==> config.mk <==
export PLATFORM = sky130hd
export DESIGN_NAME = supply_supervisor_watchdog
export DESIGN_NICKNAME = d
export VERILOG_FILES = /design/src/logic/supervisor_pkg.sv /design/src/logic/supply_supervisor_watchdog.sv /design/src/logic/pin_sync.sv /design/src/logic/stretch_timer.sv
export SDC_FILE = /design/constraint.sdc
export NUM_CORES = 1
export LEC_CHECK = 0
export BUFFER_PORTS_ARGS = -buffer_cell sky130_fd_sc_hd__clkbuf_2
export CORE_MARGIN = 2
export CORE_UTILIZATION = 50
export DETAILED_ROUTE_END_ITERATION = 16
export GPL_ROUTABILITY_DRIVEN = 0
export PLACE_DENSITY_LB_ADDON = 0.15
export SLEW_MARGIN = 20
export SYNTH_ARGS = -nofsm -noshare
export SYNTH_HDL_FRONTEND = slang
export SYNTH_SLANG_ARGS = --single-unit
==> constraint.sdc <==
create_clock -name clk -period 6.5 [get_ports clk]
set_clock_uncertainty 0.05 [all_clocks]
set_input_delay 1.3 -clock clk [delete_from_list [all_inputs] [get_ports clk]]
set_output_delay 1.3 -clock clk [all_outputs]
set_load 0.03 [all_outputs]
==> src/logic/supervisor_pkg.sv <==
/*
 package for the supply supervisor: timing constants, reset values and the
 packed structs that carry the flags and the outputs.
 assumes a single 20 mhz clock; all analog results arrive as digital flags.
*/
`default_nettype none

package supervisor_pkg;

   // ----------------------------------------
   // clock and timing
   // ----------------------------------------
   localparam int unsigned CLK_HZ          = 20_000_000;
   localparam int unsigned STRETCH_MS      = 200;
   localparam int unsigned DOG_TIMEOUT_MS  = 1600;
   localparam int unsigned STRETCH_CYCLES  = (CLK_HZ / 1000) * STRETCH_MS;
   localparam int unsigned DOG_CYCLES      = (CLK_HZ / 1000) * DOG_TIMEOUT_MS;
   localparam int unsigned SYNC_STAGES     = 3;

   // ----------------------------------------
   // reset values of the outputs (alarm loads the complement of ALARM_N_INIT) and input idle levels
   // ----------------------------------------
   localparam logic RST_N_INIT      = 1'b0;
   localparam logic ALARM_N_INIT    = 1'b1;
   localparam logic FAIL_N_INIT     = 1'b1;
   localparam logic IN_IDLE         = 1'b1;
   localparam logic KICK_IDLE       = 1'b0;
   localparam logic FLOAT_IDLE      = 1'b1;
   localparam logic SENSE_IDLE      = 1'b0;

   // ----------------------------------------
   // carriers
   // ----------------------------------------
   typedef struct packed {
      logic manual_reset_request_n;
      logic kick_input;
      logic kick_float;
      logic supply_sense_low;
   } pins_s;

   typedef struct packed {
      logic cpu_reset_n;
      logic cpu_reset;
      logic dog_alarm_n;
      logic supply_fail_n;
   } outs_s;

endpackage : supervisor_pkg

`default_nettype wire

==> src/logic/supply_supervisor_watchdog.sv <==
/*
 supply supervisor with reset stretch, watchdog and power-fail passthrough.
 assumes the low-supply comparator drives srst-independent flag supply_low,
 and the kick float detector and power-fail comparator arrive as flags.
*/
`timescale 1ns/1ps
`default_nettype none

// Overview of operation
// - reset output held low for a 200 ms pulse once triggered.
// - reset triggers only from power-up (srst), low supply or manual request low.
// - reset held continuously while low supply flag stays active.
// - release 200 ms after the last of low supply or manual request ends.
// - watchdog expiry never asserts reset internally.
// - active-high reset is always the complement of active-low reset.
// - manual request low generates reset; switch or logic may drive it.
// - manual request debounced so bounce gives one reset event.
// - debounce is the stretch itself; bounces restart the same pulse.
// - floating manual request reads as high, no reset.
// - power-fail output low while sense is below reference, else high.
// - alarm low once kick stays steady longer than the timeout.
// - watchdog timeout is 1.60 s; processor must kick faster.
// - every kick edge clears the watchdog counter and restarts it.
// - watchdog counter held cleared while reset is asserted.
// - watchdog counting starts only after reset deasserts.
// - watchdog disabled entirely while kick input floats.
// - alarm stays low after expiry until counter next cleared.
// - alarm forced low while low supply is active.
// - alarm returns high when low supply clears unless expiry pending.
module supply_supervisor_watchdog #(
   parameter int unsigned STRETCH_CYCLES = supervisor_pkg::STRETCH_CYCLES,
   parameter int unsigned DOG_CYCLES     = supervisor_pkg::DOG_CYCLES
) (
   input  wire logic clk,
   input  wire logic srst,
   input  wire logic ce,
   input  wire logic supply_low,
   input  wire logic manual_reset_request_n,
   input  wire logic kick_input,
   input  wire logic kick_float,
   input  wire logic supply_sense_low,
   output var  logic cpu_reset_n,
   output var  logic cpu_reset,
   output var  logic dog_alarm_n,
   output var  logic supply_fail_n
);

   localparam int unsigned DW = $clog2(DOG_CYCLES + 1);

   if (DOG_CYCLES < 2) begin : g_dog_check
      $error("supply_supervisor_watchdog: DOG_CYCLES too small");
   end

   // ----------------------------------------
   // synchronisers
   // ----------------------------------------
   supervisor_pkg::pins_s pins_raw;
   supervisor_pkg::pins_s pins;

   assign pins_raw = '{manual_reset_request_n: manual_reset_request_n,
                       kick_input:             kick_input,
                       kick_float:             kick_float,
                       supply_sense_low:       supply_sense_low};

   // a pull-up on the pad turns a floating request into a high level
   pin_sync #(.INIT(supervisor_pkg::IN_IDLE)) u_sync_mr (
      .clk   (clk),
      .srst  (srst),
      .ce    (ce),
      .pin   (pins_raw.manual_reset_request_n),
      .level (pins.manual_reset_request_n)
   );

   pin_sync #(.INIT(supervisor_pkg::KICK_IDLE)) u_sync_kick (
      .clk   (clk),
      .srst  (srst),
      .ce    (ce),
      .pin   (pins_raw.kick_input),
      .level (pins.kick_input)
   );

   pin_sync #(.INIT(supervisor_pkg::FLOAT_IDLE)) u_sync_float (
      .clk   (clk),
      .srst  (srst),
      .ce    (ce),
      .pin   (pins_raw.kick_float),
      .level (pins.kick_float)
   );

   pin_sync #(.INIT(supervisor_pkg::SENSE_IDLE)) u_sync_pf (
      .clk   (clk),
      .srst  (srst),
      .ce    (ce),
      .pin   (pins_raw.supply_sense_low),
      .level (pins.supply_sense_low)
   );

   // ----------------------------------------
   // reset stretch
   // ----------------------------------------
   logic reset_hold;
   logic stretch_busy;

   // only these two sources; the alarm is not one of them
   // low supply reaches the timer through hold alone, which reloads it
   assign reset_hold = supply_low | ~pins.manual_reset_request_n;

   // every bounce reloads the full count, so one clean pulse results
   stretch_timer #(.CYCLES(STRETCH_CYCLES)) u_stretch (
      .clk   (clk),
      .srst  (srst),
      .ce    (ce),
      .hold  (reset_hold),
      .busy  (stretch_busy)
   );

   // ----------------------------------------
   // state
   // ----------------------------------------
   typedef struct packed {
      supervisor_pkg::outs_s outs;
      logic                  kick_last;
      logic [DW-1:0]         dog_count;
      logic                  expired;
   } state_s;

   state_s st_ff;
   state_s nxt_st;

   function automatic logic in_reset(input logic hold, input logic busy);
      in_reset = hold | busy;
   endfunction : in_reset

   always_comb begin
      nxt_st = st_ff;
      nxt_st.kick_last = pins.kick_input;

      // low for 200 ms per trigger, and while a source stays active
      nxt_st.outs.cpu_reset_n = ~in_reset(reset_hold, stretch_busy);
      nxt_st.outs.cpu_reset   = in_reset(reset_hold, stretch_busy);

      // registered inverse of the synchronised sense flag, no tie to reset or watchdog
      nxt_st.outs.supply_fail_n = ~pins.supply_sense_low;

      if (in_reset(reset_hold, stretch_busy) || !st_ff.outs.cpu_reset_n) begin
         // cleared in reset; count begins once reset is high
         nxt_st.dog_count = '0;
         nxt_st.expired   = 1'b0;
      end else if (pins.kick_float) begin
         nxt_st.dog_count = '0;
         nxt_st.expired   = 1'b0;
      end else if (pins.kick_input != st_ff.kick_last) begin
         nxt_st.dog_count = '0;
         nxt_st.expired   = 1'b0;
      end else if (st_ff.dog_count >= DW'(DOG_CYCLES)) begin
         nxt_st.expired = 1'b1;
      end else begin
         nxt_st.dog_count = st_ff.dog_count + DW'(1);
      end

      // low supply overrides; released once it clears unless expired
      nxt_st.outs.dog_alarm_n = ~(supply_low | nxt_st.expired);
   end

   always_ff @(posedge clk) begin
      if (srst) begin
         st_ff.outs.cpu_reset_n   <= supervisor_pkg::RST_N_INIT;
         st_ff.outs.cpu_reset     <= ~supervisor_pkg::RST_N_INIT;
         st_ff.outs.dog_alarm_n   <= ~supervisor_pkg::ALARM_N_INIT;
         st_ff.outs.supply_fail_n <= supervisor_pkg::FAIL_N_INIT;
         st_ff.kick_last          <= supervisor_pkg::KICK_IDLE;
         st_ff.dog_count          <= '0;
         st_ff.expired            <= 1'b0;
      end else if (ce) begin
         st_ff <= nxt_st;
      end
   end

   // ----------------------------------------
   // outputs
   // ----------------------------------------
   assign cpu_reset_n   = st_ff.outs.cpu_reset_n;
   assign cpu_reset     = st_ff.outs.cpu_reset;
   assign dog_alarm_n   = st_ff.outs.dog_alarm_n;
   assign supply_fail_n = st_ff.outs.supply_fail_n;

endmodule : supply_supervisor_watchdog

`default_nettype wire

==> src/logic/pin_sync.sv <==
/*
 three-stage synchroniser with agreement filter for one pin.
 assumes the pin is asynchronous to clk; output changes once stages two and
 three agree.
*/
`timescale 1ns/1ps
`default_nettype none

module pin_sync #(
   parameter logic INIT = 1'b1
) (
   input  wire logic clk,
   input  wire logic srst,
   input  wire logic ce,
   input  wire logic pin,
   output var  logic level
);

   typedef struct packed {
      logic [2:0] stage;
      logic       level;
   } sync_s;

   sync_s st_ff;
   sync_s nxt_st;

   // ----------------------------------------
   // filter
   // ----------------------------------------
   always_comb begin
      nxt_st = st_ff;
      nxt_st.stage = {st_ff.stage[1:0], pin};
      // stage 0 only feeds stage 1
      if (st_ff.stage[1] == st_ff.stage[2]) begin
         nxt_st.level = st_ff.stage[2];
      end
   end

   always_ff @(posedge clk) begin
      if (srst) begin
         st_ff <= {{3{INIT}}, INIT};
      end else if (ce) begin
         st_ff <= nxt_st;
      end
   end

   assign level = st_ff.level;

endmodule : pin_sync

`default_nettype wire

==> src/logic/stretch_timer.sv <==
/*
 down counter that restarts while its hold input is high and reports done
 once the full count has elapsed after hold falls.
 assumes hold comes from clk-domain logic.
*/
`timescale 1ns/1ps
`default_nettype none

module stretch_timer #(
   parameter int unsigned CYCLES = 4000000
) (
   input  wire logic clk,
   input  wire logic srst,
   input  wire logic ce,
   input  wire logic hold,
   output var  logic busy
);

   localparam int unsigned W = $clog2(CYCLES + 1);

   // a count below two leaves no room for the busy flag to drop
   if (CYCLES < 2) begin : g_cycles_check
      $error("stretch_timer: CYCLES too small");
   end

   typedef struct packed {
      logic [W-1:0] count;
      logic         busy;
   } tmr_s;

   tmr_s st_ff;
   tmr_s nxt_st;

   // ----------------------------------------
   // count
   // ----------------------------------------
   always_comb begin
      nxt_st = st_ff;
      if (hold) begin
         nxt_st.count = W'(CYCLES);
         nxt_st.busy  = 1'b1;
      end else if (st_ff.count != '0) begin
         nxt_st.count = st_ff.count - W'(1);
         nxt_st.busy  = (st_ff.count != W'(1));
      end else begin
         nxt_st.busy = 1'b0;
      end
   end

   always_ff @(posedge clk) begin
      if (srst) begin
         // power-up counts as a fresh trigger
         st_ff <= {W'(CYCLES), 1'b1};
      end else if (ce) begin
         st_ff <= nxt_st;
      end
   end

   assign busy = st_ff.busy;

endmodule : stretch_timer

`default_nettype wire

After elaboration in Yosys (flattened, before gate mapping)
Index checks and enable logic that the tools add are counted.
Storage, ports and cells
  logic and storage cells: 52
  output and inout port bits: 4
  register bits: 70
  bits of input ports: 8
Operators by class
  add/sub/neg operators: 2
  reductions and logical operators: 10
  bitwise logic cells: 7
  muxes and demuxes: 8
  order comparisons: 1
  eq/ne operators: 7
Operator list (count)
  26-bit 2-to-1 mux: 3
  25-bit by 1-bit adder with 25-bit output (second input constant): 1
  25-bit greater-or-equal comparator (second input constant): 1
  25-bit 2-to-1 mux: 1
  23-bit 2-to-1 mux: 1
  22-bit 2-to-1 mux: 1
  22-bit by 1-bit != test with 1-bit output (second input constant): 1
  22-bit nonzero test: 1
  22-bit by 1-bit subtractor with 22-bit output (second input constant): 1
  2-bit AND reduction: 6
  1-bit == test: 4
  4-bit by 3-bit != test with 1-bit output (second input constant): 1
  1-bit NOT: 4
  1-bit OR: 3
  1-bit 2-to-1 mux: 2
  2-bit nonzero test: 1
  1-bit zero test: 1
  1-bit logical OR: 1
  1-bit != test: 1

Longest topological paths before layout
  depth after elaboration: 7
  mapped depth: 8

Cells and area by module
From an unflattened synthesis, not the netlist that was laid out.
Second synthesis, totals
  cells, all modules: 380
  area total of the unflattened synthesis: 3383.2 um^2
By module, submodules not included
  supply_supervisor_watchdog: instances 1, area an instance 1557.7 um^2, cells an instance 182, seq. area each 620.6 um^2
  stretch_timer: instances 1, area an instance 1187.4 um^2, cells an instance 136, seq. area each 460.4 um^2
  pin_sync at u_sync_kick ...: instances 2, area an instance 171.4 um^2, cells an instance 16, seq. area each 80.1 um^2
  pin_sync at u_sync_float ...: instances 2, area an instance 147.6 um^2, cells an instance 15, seq. area each 80.1 um^2

Least setup slack after synthesis
Ideal clock, no wire load.
  path kind: input to register
  from: in supply_low
  to: reg st_ff[12] (netlist name)
  stages: 7
  arrival time: 2.760 ns
  slack: 3.572 ns
  cells stage by stage: nor3b_2 nand2_1 o31ai_2 buf_6 clkbuf_1 nor2_1 a32o_1
On the way
  longest elaborated chain between the ends: 5
  elaborated cells on any way between the ends: 6
  classes of those cells: 1 x eq/ne; 1 x mux; 2 x bitwise; 2 x reduce/logical
Ends and longest elaborated chain
  from (decl): line supply_supervisor_watchdog.sv:37  | input wire logic supply_low,
  1-bit OR *: line supply_supervisor_watchdog.sv:106  | assign reset_hold = supply_low | ~pins.manual_reset_request_n;
  1-bit OR *: line supply_supervisor_watchdog.sv:131  | in_reset = hold | busy;
  1-bit logical OR *: line supply_supervisor_watchdog.sv:145  | if (in_reset(reset_hold, stretch_busy) || !st_ff.outs.cpu_reset_n) begin
  4-bit by 3-bit != test with 1-bit output (no line)
  2-bit AND reduction (no line)
  to (signal assigned): line supply_supervisor_watchdog.sv:175  | st_ff <= nxt_st;
  to (decl): line supply_supervisor_watchdog.sv:127  | state_s st_ff;
Every way passes the cells marked *; elsewhere a longest branch is shown, timed or not.
A chain may end at the register's enable or synchronous reset.

Final worst setup path
  from: in ce
  to: reg st_ff[19] (netlist name)
On the way
  longest elaborated chain between the ends: 1
Ends and longest elaborated chain
  from (decl): line supply_supervisor_watchdog.sv:36  | input wire logic ce,
  2-bit AND reduction (no line)
Every way passes these cells.

==> run_results.csv <==
group,metric,value,unit
run_status,outcome,"complete, no violations",
clocking,ctsResizeCount,0,
clocking,path_clk_slew,80,ps
synthesis,async_flop_share,0,%
grt,antenna_found_initial,0,
final_layout,n_antenna_cell,0,
power_and_ir_drop,power_density,238,mW/mm^2
synthesis,synth_edf_count,0,
floorplan,initial_core_util,50.9,%
clocking,cts_hold_buf,0,
power_and_ir_drop,p_leak,1.25,nW
power_and_ir_drop,vdd_drop_max,164,uV
worst_setup_path,endpoint,"st_ff[19]",
final_layout,syn_to_final_growth,8.64,%
route,viasPerCell,6.09,
clocking,clockRootBuffer,"clkbuf_8",
route,drtAntennaViolNets,0,
grt,overflow,0,
route,routed_wl,7040,um
grt,grtUsageTotal,19.9,%
grt,grt.met1_usage,27.2,%
grt,met3_usage,4.95,%
timing,min_period,3090,ps
timing,finalHoldViolCount,0,
clocking,cts_buffer_depth,2,
placed_design,portBuffers,11,
route,drt_iter0_drc,155,
placed_design,dp_slack,2900,ps
route,drc,0,
worst_setup_path,cp_slowest_cell,"clkbuf_2",
clocking,worstSkewPairLatency,360,ps
synthesis,syn_area_per_cell,8.62,sq um
timing,report.final.slew_viol_count,0,
timing,tightest_slew,908,ps
synthesis,synth_nets,408,
final_layout,nets,411,
final_layout,utilization,55.3,%
hold_path,hp-class,"reg2reg",
synthesis,post_synth_inst_count,395,
floorplan,die-area,0.00748,sq mm
synthesis,ys_seq_area_share,41.2,%
worst_setup_path,rrSetupSlack,3810,ps
worst_setup_path,arrival,3270,ps
route,via_count,2940,
synthesis,synth_flop_cell,"dfxtp_1",
worst_setup_path,worstReg2RegStart,"u_stretch.st_ff[3]",
worst_setup_path,rr_endpoint,"u_stretch.st_ff[22]",
worst_setup_path,path_max_fanout,36,
worst_setup_path,path_depth,5,
timing,fin_setup_tns,0,ps
timing,slew_headroom,39.5,%
grt,met2_usage,30.9,%
grt,grt_pass1_vias,2589,
route,first_pass_iters,4,
worst_setup_path,start_kind,"primary input",
worst_setup_path,crit_start,"ce",
clocking,cts-buffers-inserted,9,
final_layout,layout-drive-gt1-share,10.4,%
placed_design,dp_hpwl,4630,um
floorplan,core,0.00668,sq mm
synthesis,netlist_area,0.00340,sq mm
worst_setup_path,cp_top_family,"buffers and inverters",
floorplan,rows,30,
worst_setup_path,critPathMaxStageDelay,610,ps
timing,setup_ws,3410,ps
clocking,clock-sinks,70,
final_layout,final_area,0.00370,sq mm
floorplan,die_w,86.5,um
worst_setup_path,cp_num_buf_inv,2,
clocking,h-tree-depth,3,
timing,setup_viol,0,
synthesis,ys_seq_elements,70,
worst_setup_path,crit_type,"in2reg",
grt,grt_pass1_wl,12000,um
worst_setup_path,worstPathRequired,6680,ps
grt,top_usage_layer,"met2",
job,maxCapViolations,0,
route,wl_per_cell,14.6,um
timing,clock.fmax,0.324,GHz
synthesis,synth.distinct_cells,48,
clocking,cts_tree,"done",
floorplan,ios,12,
worst_setup_path,end_kind,"flip-flop",
worst_setup_path,r2r.worst_path.cells,5,
grt,grt_max_degree,38,
timing,rsz0062_at_grt,"no",
placed_design,place_area,0.00347,sq mm
worst_setup_path,path_cells,"clkbuf_2 -> inv_1 -> a31oi_1 -> or2_2 -> a21oi_1",
floorplan,die_h,86.5,um
timing,finalCritPeriodShare,47.5,%
synthesis,ys_warn_count,0,
clocking,cts_post_setup_buffers_inserted,0,
timing,whs,420,ps
-- per-stage QoR --
step | cells | total power [mW]
detailed placement | 467 | 0.524
finish | 483 | 0.880
global placement | 467 | 0.523
CTS | 483 | 0.885
global route | 483 | 0.914
floorplan | 395 | 0.510
-- worst register-to-register path: cells and delay by family, from the launching register on --
kind | cells | cell delay, ps
and+or+nand+nor | 4 | 1250
AOI/OAI and AO/OA | 1 | 850
DFF | 1 | 380
-- synth_stat cells (4+ instances only) --
cell | count | share of area, %
o21a_1 | 4 | 0.88
a21oi_1 | 43 | 6.3
or4_1 | 24 | 5.3
mux2i_1 | 8 | 2.4
nand4_1 | 7 | 1.3
and3_1 | 4 | 0.74
nor3_1 | 14 | 2.1
clkbuf_1 | 14 | 1.5
o211ai_1 | 4 | 0.88
nand2b_1 | 7 | 1.3
nand3_1 | 23 | 3.4
inv_1 | 9 | 0.99
o21ai_0 | 17 | 2.5
a211o_1 | 6 | 1.5
or3_1 | 20 | 3.7
o31ai_1 | 20 | 4.4
nor2b_1 | 4 | 0.74
nand2_1 | 22 | 2.4
dfxtp_1 | 70 | 41
and4_1 | 4 | 1.0
and2_1 | 6 | 1.1
nor2_1 | 19 | 2.1
ha_1 | 5 | 1.8
-- cell usage in the layout, fill, tap and decap left out, types with 6 or more instances in the layout --
master and instances:
a21oi_1 43, or3_1 20, o31ai_1 20, nand3_1 23
inv_1 9, nor2_1 19, a211o_1 6, nand4_1 7
nor3_1 14, dfxtp_1 70, clkbuf_2 11, and2_1 6
o21ai_0 17, nand2b_1 7, clkbuf_8 9, or4_1 24
nand2_1 22, mux2i_1 8
-- worst min path at each step --
| stage | start | endpoint | slack [ps] | depth (start not counted) |
|---|---|---|---|---|
| floorplan | st_ff[25] | st_ff[25] | 380 | 1 |
| global placement | st_ff[25] | st_ff[25] | 390 | 1 |
| detailed placement | dog_alarm_n | dog_alarm_n | 410 | 2 |
| CTS | dog_alarm_n | dog_alarm_n | 420 | 2 |
| global route | dog_alarm_n | dog_alarm_n | 440 | 2 |
| finish | dog_alarm_n | dog_alarm_n | 420 | 2 |
-- power breakdown --
part,internal [mW],leakage [nW],switching (mW)
sequential,0.439,0.568,0.00978
clock,0.181,0.0964,0.183
combinational,0.0255,0.587,0.0419
-- area by class of cell --
class / count / area (sq um)
clock buffers: 9 / 124
clock inverters: 7 / 80.1
fillers: 602 / 2980
inverters: 9 / 33.8
multi-input cells: 295 / 1890
flip-flops and latches: 70 / 1400
well taps: 80 / 100
repair buffers: 13 / 70.1
-- state kept, by name (all words and copies together), names as in the netlist --
| signal | count |
|---|---|
| u_sync_kick.nxt_st | 2 |
| u_sync_float.level | 1 |
| u_sync_float.nxt_st | 2 |
| u_sync_pf.level | 1 |
| u_sync_kick.st_ff | 1 |
| cpu_reset_n | 1 |
| u_stretch.st_ff | 22 |
| u_sync_mr.level | 1 |
| dog_alarm_n | 1 |
| supply_fail_n | 1 |
| u_stretch.busy | 1 |
| u_sync_mr.st_ff | 1 |
| u_sync_mr.nxt_st | 2 |
| u_sync_pf.nxt_st | 2 |
| u_sync_pf.st_ff | 1 |
| u_sync_float.st_ff | 1 |
| u_sync_kick.level | 1 |
| st_ff | 27 |
| cpu_reset | 1 |
-- kinds of logic (layout without fill, tap and decap cells) --
kind of cell / after synthesis / after routing / share of synthesized area [%]
DFF: 70 / 70 / 41.2
buffers and inverters: 30 / 38 / 3.90
xor gates and xnor gates: 3 / 3 / 0.772
muxes: 8 / 8 / 2.35
and+or+nand+nor: 170 / 170 / 29.2
AOI/OAI and AO/OA: 109 / 109 / 20.7
adders and majority gates: 5 / 5 / 1.84
-- routing by layer --
metal	vias up	wire [um]
met5	-	0
met4	0	60
met3	6	296
met2	58	3160
met1	1374	3530
li1	1502	-
(Power assumes the default switching activity.)
